===== config.mk =====
export PLATFORM = sky130hd
export DESIGN_NAME = cimd_decoder
export DESIGN_NICKNAME = d
export VERILOG_FILES = /design/src/rtl/cimd_sync_edge.v /design/src/rtl/cimd_decoder.v
export VERILOG_INCLUDE_DIRS = /design/src /design/src/rtl
export SDC_FILE = /design/constraint.sdc
export NUM_CORES = 1
export LEC_CHECK = 0
export ABC_AREA = 1
export BUFFER_PORTS_ARGS = -buffer_cell sky130_fd_sc_hd__buf_2
export CORE_MARGIN = 5
export CORE_UTILIZATION = 60
export DETAILED_ROUTE_END_ITERATION = 8
export GPL_TIMING_DRIVEN = 0
export PLACE_DENSITY = 0.9
export REMOVE_ABC_BUFFERS = 1
export SLEW_MARGIN = 10
export SYNTH_ARGS = -nofsm -noshare
export SYNTH_HDL_FRONTEND = slang
export SYNTH_SLANG_ARGS = --single-unit

===== constraint.sdc =====
create_clock -name clk_i -period 3.65 [get_ports clk_i]
set_input_delay 0.73 -clock clk_i [delete_from_list [all_inputs] [get_ports clk_i]]
set_output_delay 0.73 -clock clk_i [all_outputs]
set_load 0.05 [all_outputs]

===== src/rtl/cimd_map.vh =====
`ifndef CIMD_MAP_VH
`define CIMD_MAP_VH
// Contact input mode decoder constants
`define CIMD_CLK_HZ 40000000
`define CIMD_PERIOD_MS 50
`define CIMD_PERIOD_CYC 2000000
`define CIMD_NUM_W 2
`define CIMD_NUM_RST 2'h0
`define CIMD_METHOD_STATUS1 1'h0
`define CIMD_METHOD_STATUS2 1'h1
`define CIMD_COLOUR_MODE_CONTACT 8'h0A
`define CIMD_ZONE_LOCAL_PID 4'h5
`define CIMD_MSG_CHARS 20
`define CIMD_MSG_COUNT 4
`define CIMD_MSG_NONE 3'h0
`define CIMD_COLOUR_WHITE 1'h0
`define CIMD_COLOUR_RED 1'h1
`endif


===== src/rtl/cimd_sync_edge.v =====
`timescale 1ns/1ps
`default_nettype none
module cimd_sync_edge #(
  parameter W = 8
) (
  input wire clk_i,
  input wire rst_i,
  input wire ce_i,
  input wire sample_i,
  input wire [W-1:0] pin_i,
  output wire [W-1:0] level_o,
  output wire [W-1:0] rise_o,
  output wire [W-1:0] fall_o
);
  reg [W-1:0] sync1;
  reg [W-1:0] sync2;
  reg [W-1:0] cur;
  reg [W-1:0] prev;
  reg primed;

  // Previous sample starts at all-off so contacts already on at power-up give a rising edge
  always @(posedge clk_i)
  begin
    if (rst_i)
    begin
      sync1 <= {W{1'b0}};
      sync2 <= {W{1'b0}};
      cur <= {W{1'b0}};
      prev <= {W{1'b0}};
      primed <= 1'b0;
    end
    else if (ce_i)
    begin
      sync1 <= pin_i;
      sync2 <= sync1;
      if (sample_i)
      begin
        prev <= cur;
        cur <= sync2;
        primed <= 1'b1;
      end
    end
  end

  assign level_o = cur;
  assign rise_o = primed ? (cur & ~prev) : {W{1'b0}};
  assign fall_o = primed ? (~cur & prev) : {W{1'b0}};
endmodule // cimd_sync_edge
`default_nettype wire


===== src/rtl/cimd_decoder.v =====
`timescale 1ns/1ps
`default_nettype none
`include "cimd_map.vh"
////////////////////////////////////////////////////////////////////////////////
// Functional notes
// RL1: Wait input held on holds segment switch
// RL2: Wait and sync hold only for synchronized
// RL3: Sync hold holds, locks key hold changes
// RL4: Auto/manual level, on locks key changes
// RL5: Tuning edges start and stop tuning
// RL6: Latch release rising edge clears alarm latches
// RL7: Backlight rise turns off, fall on
// RL8: Message rising edge shows stored message
// RL9: Display key erases shown message
// RL10: Colour input applies in colour mode 10
// RL11: Pattern start edge selects, off stops
// RL12: Encoding one pattern bits map 001..100
// RL13: Encoding one locks pattern changes when set
// RL14: Encoding one all off keeps pattern
// RL15: Unassigned select bits read as off
// RL16: Encoding two maps 000..011, always locked
// RL17: Encoding one PID bits map 001..100
// RL18: Encoding one locks PID changes when set
// RL19: Zone selection 5 drives local PID group
// RL20: Pulses last 50 ms at least
// RL21: Level input release restores original action
// RL22: Contact on at power-up counts rising
// RL23: Edges from consecutive period samples only
// RL24: Reset defaults pattern 1, PID group 1
module cimd_decoder #(
  parameter PERIOD_CYC = `CIMD_PERIOD_CYC
) (
  input wire clk_i,
  input wire rst_i,
  input wire ce_i,
  input wire wait_input_i,
  input wire sync_hold_input_i,
  input wire auto_manual_input_i,
  input wire tuning_start_stop_input_i,
  input wire latch_release_input_i,
  input wire backlight_input_i,
  input wire [3:0] message_interrupt_inputs_i,
  input wire value_colour_input_i,
  input wire [3:0] pattern_start_inputs_i,
  input wire [2:0] pattern_select_bits_i,
  input wire [2:0] pattern_select_assigned_i,
  input wire [2:0] pid_select_bits_i,
  input wire [2:0] pid_select_assigned_i,
  input wire synchronized_mode_i,
  input wire pattern_bit_method_i,
  input wire pid_bit_method_i,
  input wire [7:0] display_colour_mode_i,
  input wire [3:0] zone_pid_selection_i,
  input wire display_key_i,
  output reg segment_wait_o,
  output reg segment_hold_o,
  output wire key_hold_change_enable_o,
  output reg auto_mode_o,
  output wire key_auto_manual_enable_o,
  output reg tuning_start_o,
  output reg tuning_stop_o,
  output reg [1:0] tuning_group_o,
  output reg latch_clear_o,
  output reg backlight_on_o,
  output reg [2:0] message_shown_o,
  output reg colour_red_o,
  output reg [1:0] pattern_number_o,
  output reg program_run_o,
  output reg program_start_o,
  output wire key_pattern_change_enable_o,
  output reg [1:0] pid_group_o,
  output reg [1:0] local_pid_group_o,
  output wire key_pid_change_enable_o,
  output reg sample_tick_o
);
  // Packed contact order for the sampler
  localparam integer NIN = 22;
  localparam integer IX_KEY = 0;
  localparam integer IX_WAIT = 1;
  localparam integer IX_HOLD = 2;
  localparam integer IX_AUTO = 3;
  localparam integer IX_TUNE = 4;
  localparam integer IX_LATCH = 5;
  localparam integer IX_LIGHT = 6;
  localparam integer IX_MSG = 7;
  localparam integer IX_COLOUR = 11;
  localparam integer IX_START = 12;
  localparam integer IX_PAT = 16;
  localparam integer IX_PID = 19;
  localparam integer PERIOD_LAST_I = PERIOD_CYC - 1;
  localparam [21:0] PERIOD_LAST = PERIOD_LAST_I[21:0];

  reg [21:0] period_cnt;
  wire sample;
  wire [NIN-1:0] pins;
  wire [NIN-1:0] lvl;
  wire [NIN-1:0] rise;
  wire [NIN-1:0] fall;
  wire [2:0] pat_bits;
  wire [2:0] pid_bits;
  reg [2:0] pat_dec;
  reg [2:0] pid_dec;
  reg [1:0] start_idx;
  reg start_hit;
  reg act_strobe;
  wire [1:0] active_pid;
  integer k;

  // 3-bit select decode; code 0 means no selection, else 4 plus the group number
  function [2:0] sel_decode;
    input method;
    input [2:0] b;
    begin
      if (method == `CIMD_METHOD_STATUS2)
      begin
        case (b) // [RL16]
          3'h0: sel_decode = 3'h4;
          3'h1: sel_decode = 3'h5;
          3'h2: sel_decode = 3'h6;
          3'h3: sel_decode = 3'h7;
          default: sel_decode = 3'h0;
        endcase
      end
      else
      begin
        case (b) // [RL12] [RL17]
          3'h1: sel_decode = 3'h4;
          3'h2: sel_decode = 3'h5;
          3'h3: sel_decode = 3'h6;
          3'h4: sel_decode = 3'h7;
          default: sel_decode = 3'h0;
        endcase
      end
    end
  endfunction

  ////////////////////////////////////////////////////////////////////////////////
  // Control period timebase; all contacts are judged once a period
  always @(posedge clk_i)
  begin
    if (rst_i)
      period_cnt <= 22'h000000;
    else if (ce_i)
    begin
      if (period_cnt == PERIOD_LAST)
        period_cnt <= 22'h000000;
      else
        period_cnt <= period_cnt + 22'h000001;
    end
  end

  assign sample = ce_i && (period_cnt == PERIOD_LAST);

  assign pins = {
    pid_select_bits_i,
    pattern_select_bits_i,
    pattern_start_inputs_i,
    value_colour_input_i,
    message_interrupt_inputs_i,
    backlight_input_i,
    latch_release_input_i,
    tuning_start_stop_input_i,
    auto_manual_input_i,
    sync_hold_input_i,
    wait_input_i,
    display_key_i
  };

  // The period-long sample spacing also filters bounce shorter than a period [RL20]
  cimd_sync_edge #(
    .W(NIN)
  ) i_cimd_sync_edge (
    .clk_i(clk_i),
    .rst_i(rst_i),
    .ce_i(ce_i),
    .sample_i(sample),
    .pin_i(pins),
    .level_o(lvl),
    .rise_o(rise), // [RL22] [RL23]
    .fall_o(fall)
  );

  assign pat_bits = lvl[IX_PAT + 2:IX_PAT] & pattern_select_assigned_i; // [RL15]
  assign pid_bits = lvl[IX_PID + 2:IX_PID] & pid_select_assigned_i; // [RL15]

  always @*
  begin
    pat_dec = sel_decode(pattern_bit_method_i, pat_bits);
    pid_dec = sel_decode(pid_bit_method_i, pid_bits);
    start_idx = 2'h0;
    start_hit = 1'b0;
    // Lowest numbered start input wins when several rise together
    for (k = 3; k >= 0; k = k - 1)
    begin
      if (rise[IX_START + k])
      begin
        start_idx = k[1:0];
        start_hit = 1'b1;
      end
    end
  end

  // Key and communication lockouts
  assign key_hold_change_enable_o = ~segment_hold_o; // [RL3]
  assign key_auto_manual_enable_o = ~auto_mode_o; // [RL4]
  assign key_pattern_change_enable_o = (pattern_bit_method_i == `CIMD_METHOD_STATUS1)
    && (pat_bits == 3'h0); // [RL13] [RL16]
  assign key_pid_change_enable_o = (pid_bit_method_i == `CIMD_METHOD_STATUS1)
    && (pid_bits == 3'h0); // [RL18] [RL16]

  // With zone selection 5 the local group is the one in use
  assign active_pid = (zone_pid_selection_i == `CIMD_ZONE_LOCAL_PID) ?
    local_pid_group_o : pid_group_o; // [RL19]

  ////////////////////////////////////////////////////////////////////////////////
  // Command state, updated in the cycle after a sample; the pulse outputs clear again on the next cycle
  always @(posedge clk_i)
  begin
    if (rst_i)
    begin
      segment_wait_o <= 1'b0;
      segment_hold_o <= 1'b0;
      auto_mode_o <= 1'b0;
      tuning_start_o <= 1'b0;
      tuning_stop_o <= 1'b0;
      tuning_group_o <= `CIMD_NUM_RST;
      latch_clear_o <= 1'b0;
      backlight_on_o <= 1'b1;
      message_shown_o <= `CIMD_MSG_NONE;
      colour_red_o <= `CIMD_COLOUR_WHITE;
      pattern_number_o <= `CIMD_NUM_RST; // [RL24]
      program_run_o <= 1'b0;
      program_start_o <= 1'b0;
      pid_group_o <= `CIMD_NUM_RST; // [RL24]
      local_pid_group_o <= `CIMD_NUM_RST; // [RL24]
      sample_tick_o <= 1'b0;
      act_strobe <= 1'b0;
    end
    else if (ce_i)
    begin
      tuning_start_o <= 1'b0;
      tuning_stop_o <= 1'b0;
      latch_clear_o <= 1'b0;
      program_start_o <= 1'b0;
      // Commands act one cycle after the sample so they see the fresh levels
      act_strobe <= sample;
      sample_tick_o <= act_strobe;
      if (act_strobe)
      begin
        // Level inputs follow the contact, so release restores the action [RL21]
        segment_wait_o <= synchronized_mode_i & lvl[IX_WAIT]; // [RL1] [RL2]
        segment_hold_o <= synchronized_mode_i & lvl[IX_HOLD]; // [RL3] [RL2]
        auto_mode_o <= lvl[IX_AUTO]; // [RL4]
        if (rise[IX_TUNE])
        begin
          tuning_start_o <= 1'b1; // [RL5]
          tuning_group_o <= active_pid; // [RL5]
        end
        if (fall[IX_TUNE])
          tuning_stop_o <= 1'b1; // [RL5]
        if (rise[IX_LATCH])
          latch_clear_o <= 1'b1; // [RL6]
        if (rise[IX_LIGHT])
          backlight_on_o <= 1'b0; // [RL7]
        else if (fall[IX_LIGHT])
          backlight_on_o <= 1'b1; // [RL7]
        // A new message outranks the key erase in the same period
        if (rise[IX_MSG])
          message_shown_o <= 3'h1; // [RL8]
        else if (rise[IX_MSG + 1])
          message_shown_o <= 3'h2; // [RL8]
        else if (rise[IX_MSG + 2])
          message_shown_o <= 3'h3; // [RL8]
        else if (rise[IX_MSG + 3])
          message_shown_o <= 3'h4; // [RL8]
        else if (rise[IX_KEY])
          message_shown_o <= `CIMD_MSG_NONE; // [RL9]
        if (display_colour_mode_i == `CIMD_COLOUR_MODE_CONTACT)
          colour_red_o <= lvl[IX_COLOUR] ? `CIMD_COLOUR_RED : `CIMD_COLOUR_WHITE; // [RL10]
        else
          colour_red_o <= `CIMD_COLOUR_WHITE;
        if (start_hit)
        begin
          pattern_number_o <= start_idx; // [RL11]
          program_run_o <= 1'b1; // [RL11]
          program_start_o <= 1'b1; // [RL11]
        end
        else if (program_run_o && !lvl[IX_START + pattern_number_o])
          program_run_o <= 1'b0; // [RL11]
        // Select bits cannot move the pattern under a running program
        else if (pat_dec[2] && !program_run_o)
          pattern_number_o <= pat_dec[1:0]; // [RL12] [RL14]
        if (pid_dec[2])
        begin
          pid_group_o <= pid_dec[1:0]; // [RL17]
          if (zone_pid_selection_i == `CIMD_ZONE_LOCAL_PID)
            local_pid_group_o <= pid_dec[1:0]; // [RL19]
        end
      end
    end
  end
endmodule // cimd_decoder
`default_nettype wire


# After elaboration in Yosys (flattened, before gate mapping)
# Index checks and enable logic that the tools add are counted.
[word_totals]
ff_bits = 128
input_bits = 46
out_inout_bits = 26
word_cells = 114
[op_classes]
n_addsub = 2
order_cmp = 1
n_eq_ne = 12
muxes = 42
n_bitwise = 12
reduce_logical = 22
[ops]
columns = ["op", "count"]
rows = [
  ["case mux 3 bit (4 select lines)", 4],
  ["adder 22 x 1 -> 22 bit (second input constant)", 1],
  ["== test 22 x 21 -> 1 bit (second input constant)", 1],
  ["2-to-1 mux 22 bit", 1],
  ["2-to-1 mux 3 bit", 7],
  ["2-to-1 mux 1 bit", 19],
  ["AND 16 bit", 1],
  ["2-to-1 mux 16 bit", 1],
  ["2-to-1 mux 2 bit", 8],
  ["inverter 16 bit", 1],
  ["AND reduction 3 bit", 5],
  ["== test 3 x 2 -> 1 bit (second input constant)", 4],
  ["== test 8 x 4 -> 1 bit (second input constant)", 1],
  ["AND reduction 4 bit", 2],
  ["AND 7 bit", 1],
  ["2-to-1 mux 7 bit", 1],
  ["inverter 7 bit", 1],
  ["AND 3 bit", 2],
  ["== test 3 x 1 -> 1 bit (second input constant)", 2],
  ["== test 3 bit (second input constant)", 2],
  ["zero test 3 bit", 2],
  ["less-than comparator 5 x 6 -> 1 bit (second input constant)", 1],
  ["nonzero test 2 bit", 3],
  ["adder 4 x 2 -> 5 bit (first input constant)", 1],
  ["other kinds (9)", 19],
]

# Longest topological paths before layout
[depth]
depth_word = 9
ltp_mapped = 11
ltp_nobuf = 11

# Modules after synthesis
# Synthesis repeated with hierarchy kept, for this count alone.
[hier_totals]
cells_unflattened = 893
area_unflattened_um2 = 5984.5
[modules_own_cells]
columns = ["mod", "n_inst", "cells_each", "area_each_um2", "seq_area_each_um2"]
rows = [
  ["cimd_sync_edge", 1, 521, 3606.0, 1781.7],
  ["cimd_decoder", 1, 372, 2378.5, 900.9],
]

# Least setup slack after synthesis
# No wires, ideal clock.
[synth_timing]
kind = "in2out"
start = "input port pid_select_assigned_i[0]"
end = "output port key_pid_change_enable_o"
arrival_time_ns = 1.723
required_time_ns = 2.920
path_slack_ns = 1.197
path_stages = 5
path_buffers = 0
path_cell_list = "nand2_1 -> nand2_1 -> nor2_1 -> inv_1 -> nor2_1"
[synth_via]
elab_chain_len = 3
[synth_rtl]
columns = ["element", "line_no", "source"]
rows = [
  ["from (decl)", "cimd_decoder.v:48", "input wire [2:0] pid_select_assigned_i,"],
  ["AND 3 bit", "cimd_decoder.v:184", "assign pid_bits = lvl[IX_PID + 2:IX_PID] & pid_select_assigned_i;"],
  ["zero test 3 bit", "cimd_decoder.v:209", "&& (pid_bits == 3'h0);"],
  ["logical AND 1 bit", "cimd_decoder.v:208", "assign key_pid_change_enable_o = (pid_bit_method_i == `CIMD_METHOD_STATUS1)"],
  ["to (decl)", "cimd_decoder.v:73", "output wire key_pid_change_enable_o,"],
]
# Every way passes these cells.

# Worst setup path in the final report
[layout_timing]
start = "input port ce_i"
end = "register pattern_number_o[0]"
[layout_via]
elab_chain_len = 1
[layout_rtl]
columns = ["element", "line_no", "source"]
rows = [
  ["from (decl)", "cimd_decoder.v:35", "input wire ce_i,"],
  ["AND reduction 4 bit (no source line)", "-", ""],
  ["to (signal assigned)", "cimd_decoder.v:231", "pattern_number_o <= `CIMD_NUM_RST;"],
  ["to (signal assigned)", "cimd_decoder.v:284", "pattern_number_o <= start_idx;"],
  ["to (signal assigned)", "cimd_decoder.v:292", "pattern_number_o <= pat_dec[1:0];"],
  ["to (decl)", "cimd_decoder.v:67", "output reg [1:0] pattern_number_o,"],
]
# Every way passes these cells.
# A chain may end at the register's enable or synchronous reset.

==> out/metrics.yaml <==
place:
  gp_congestion: 0.8784
  dpl.hpwl_um: 7587
  io_buffers: 71
floorplanning:
  rows: 34
  ioPinCount: 72
  fp.dieW_um: 103.7
  start_util_pct: 60.98
  die_y_um: 103.7
  core_area_mm2: 0.008636
  die_area_mm2: 0.01075
min_path:
  holdPathStages: 3
  hp-class: "in2reg"
  hold_start: "message_interrupt_inputs_i[3]"
grt:
  grt_pass1_wl_um: 21420
  antenna_found_initial: 0
  grt_use_total_pct: 23.33
  grt.overflow.total: 0
  first_global_vias: 4892
  grt_max_degree: 68
synth:
  synthesis.area_mm2: 0.005266
  seq_area_frac_synth_pct: 47.14
  synth_top_area_share_pct: 47.14
  ys.flop_type: "dfxtp_1"
  netlist_top_cells_area: "dfxtp_1 (47%), nor2_1 (16%), nand2_1 (7.7%)"
  postSynthAreaPerCell_um2: 7.107
  synth_top_area_cell: "dfxtp_1"
  yosys.cell_types.count: 36
  synth-seq-cells: 124
  yosysWarningCount: 0
  synthArstFlopShare_pct: 0
  synth_edf_count: 0
  yosys-top-cells-count: "nor2_1 (229), dfxtp_1 (124), nand2_1 (108), o21ai_0 (58), inv_1 (44)"
  yosys.cell_count.top_type: "nor2_1"
  syn_inst: 741
setup_path:
  crit_path_start_kind: "input pin"
  r2r_setup_slack_ns: 1.77
  worst-setup-path-type: "in2reg"
  worst_r2r_path_depth: 8
  cp.depth: 8
  endpoint_kind: "register"
  worstPathRequired_ns: 4.07
  crit_start: "ce_i"
  cpPeakStageDelay_ns: 0.70
  r2r_start: "period_cnt[0]"
  crit_chain: "buf_2 -> nand2_1 -> inv_1 -> nand2_1 -> nand2_1 -> inv_1 -> nor2_1 -> nor2_1"
  critical-path-slowest-cell: "buf_2"
  cp_num_buf_inv: 3
  path_common_cell: "nand2_1"
  cpLargestDelayFamily: "buffers and inverters"
  path_max_fanout: 57
  critPathArrivalTime_ns: 3.11
pwr:
  p_int_w: 0.002471
  switching_share_pct: 22.01
  cellLeakagePower_nw: 2.849
  pwr-share-clk_pct: 51.5
  peakVddDrop_uv: 275.2
  p_per_area_mw_per_mm2: 514.1
  p_comb_share_pct: 4.1
  power_frac_seq_pct: 44.4
  switchingPower_w: 0.0006972
timing:
  fmax_mhz: 371.7
  worst_pin_slew_ns: 0.9340
  setup_viol: 0
  fin_skew_ns: 0.008158
  min_period_ns: 2.691
  finalHoldViolCount: 0
  finalSetupTns_ns: 0
  whs_ns: 0.4281
  finalMaxSlewViolations: 0
  rsz0062_at_grt: "no"
  max_slew_margin_pct: 37.74
  period_share_pct: 73.72
finish:
  fin_nets: 847
  antenna_cells: 0
  n_fill_cell: 654
  multi_input_area_mm2: 0.002412
  area_delta_synth_final_pct: 17.01
  seq_area_mm2: 0.002482
  layout-drive-gt1-share_pct: 15.01
routing:
  num_vias: 4964
  drt_iter0_drc: 318
  vias_per_cell: 5.390
  antenna_left: 0
  wl_per_cell_um: 13.59
  first_pass_iters: 7
  drt-total-wl_um: 12510
  drc: 0
flow_run:
  maxCapViolations: 0
clock_network:
  cts_sinks: 124
  clock_latency_ns: 0.52
  cts_tree: "yes"
  cts_buffer_depth: 2
  htree_levels: 4
  postCtsHoldBufs: 0
  postCtsResizedCells: 0
  root_buffer: "clkbuf_8"
  postCtsSetupRepairBufs: 0
  clk_pin_slew_ns: 0.06
  numCtsBuffers: 17
run_status:
  outcome: "complete, no violations"
## cell families after synthesis
| group | after synthesis | synth area share, % |
|---|---|---|
| XOR/XNOR | 7 | 1.164 |
| AND/OR/NAND/NOR | 407 | 32.48 |
| adder cells (fa/ha/maj) | 1 | 0.2375 |
| AO/OA/AOI/OAI | 121 | 11.93 |
| flip-flops | 124 | 47.14 |
| buffers and inverters | 81 | 7.056 |
## per-layer routing
metal  share of wire (%)  routed length [um]  GRT usage, %  up-vias
li1                    -                   -             -     2499
met1                  41                5187         27.04     2259
met2                  50                6220         39.66      173
met3                 6.7                 837         7.152       33
met4                 2.1                 268         9.991        0
met5                   0                   0             0        -
## sequential cells by signal, summed over array words and instances, names as in the netlist, 2 cells and up
register and flops:
i_cimd_sync_edge.level_o 22, i_cimd_sync_edge.prev 12, i_cimd_sync_edge.sync1 22, i_cimd_sync_edge.sync2 22, local_pid_group_o 2, message_shown_o 3, pattern_number_o 2, period_cnt 22
pid_group_o 2, tuning_group_o 2
## through the flow
stage	power (W)	instance area [um2]	worst slack (ns)	cells	util [%]
6_report	0.003168	6162	0.9594	921	71.36
4_1_cts	0.003172	6162	1.020	921	71.36
2_1_floorplan	0.001501	5079	1.197	709	-
3_5_place_dp	0.001563	5590	0.5341	889	64.73
5_1_grt	0.003269	6162	0.7357	921	71.36
3_3_place_gp	0.001555	5569	-0.3153	888	64.49
## worst min-delay path, stage by stage
cell	delay, ns
buf_2	0.07
nor2_1	0.03
nor2_1	0.08
## power groups by stage
| stage | combinational (W) | sequential (W) | clock (W) |
|---|---|---|---|
| 6_report | 0.000130 | 0.00141 | 0.00163 |
| 5_1_grt | 0.000147 | 0.00141 | 0.00171 |
| 4_1_cts | 0.000130 | 0.00141 | 0.00164 |
| 3_5_place_dp | 0.000128 | 0.00143 | 0 |
| 3_3_place_gp | 0.000122 | 0.00143 | 0 |
| 2_1_floorplan | 0.0000711 | 0.00143 | 0 |
## layout by cell type, fill, tap and decap left out, types with 4 or more instances in the layout
cell       netlist  layout
a31oi_1          5       5
a21oi_1         21      21
nor2_1         229     229
buf_2            3      71
o21ai_0         58      58
nand3b_1         6       6
nor2_2           4       4
inv_1           44      44
nand4_1          8       8
nand2_1        108     108
o21ai_1         30      30
nor3_1          13      13
xor2_1           5       5
clkinv_2         0       6
dfxtp_1        124     124
nand3_1         27      27
clkbuf_16        0      16
inv_2            4       4
## final cells by class
type | count | area share [%]
Timing Repair Buffer | 72 | 6.091
Sequential cell | 124 | 40.28
Multi-Input combinational cell | 536 | 39.15
Clock buffer | 20 | 6.904
Clock inverter | 12 | 2.376
Tap cell | 108 | 2.193
Inverter | 49 | 3.005
## worst paths after layout
| kind | end |
|---|---|
| setup / recovery | pattern_number_o[0] |
| hold / removal | i_cimd_sync_edge.sync1[10] |
| setup reg to reg | period_cnt[18] |
| hold reg to reg | sample_tick_o |
Power figures use the tool's default switching activity.
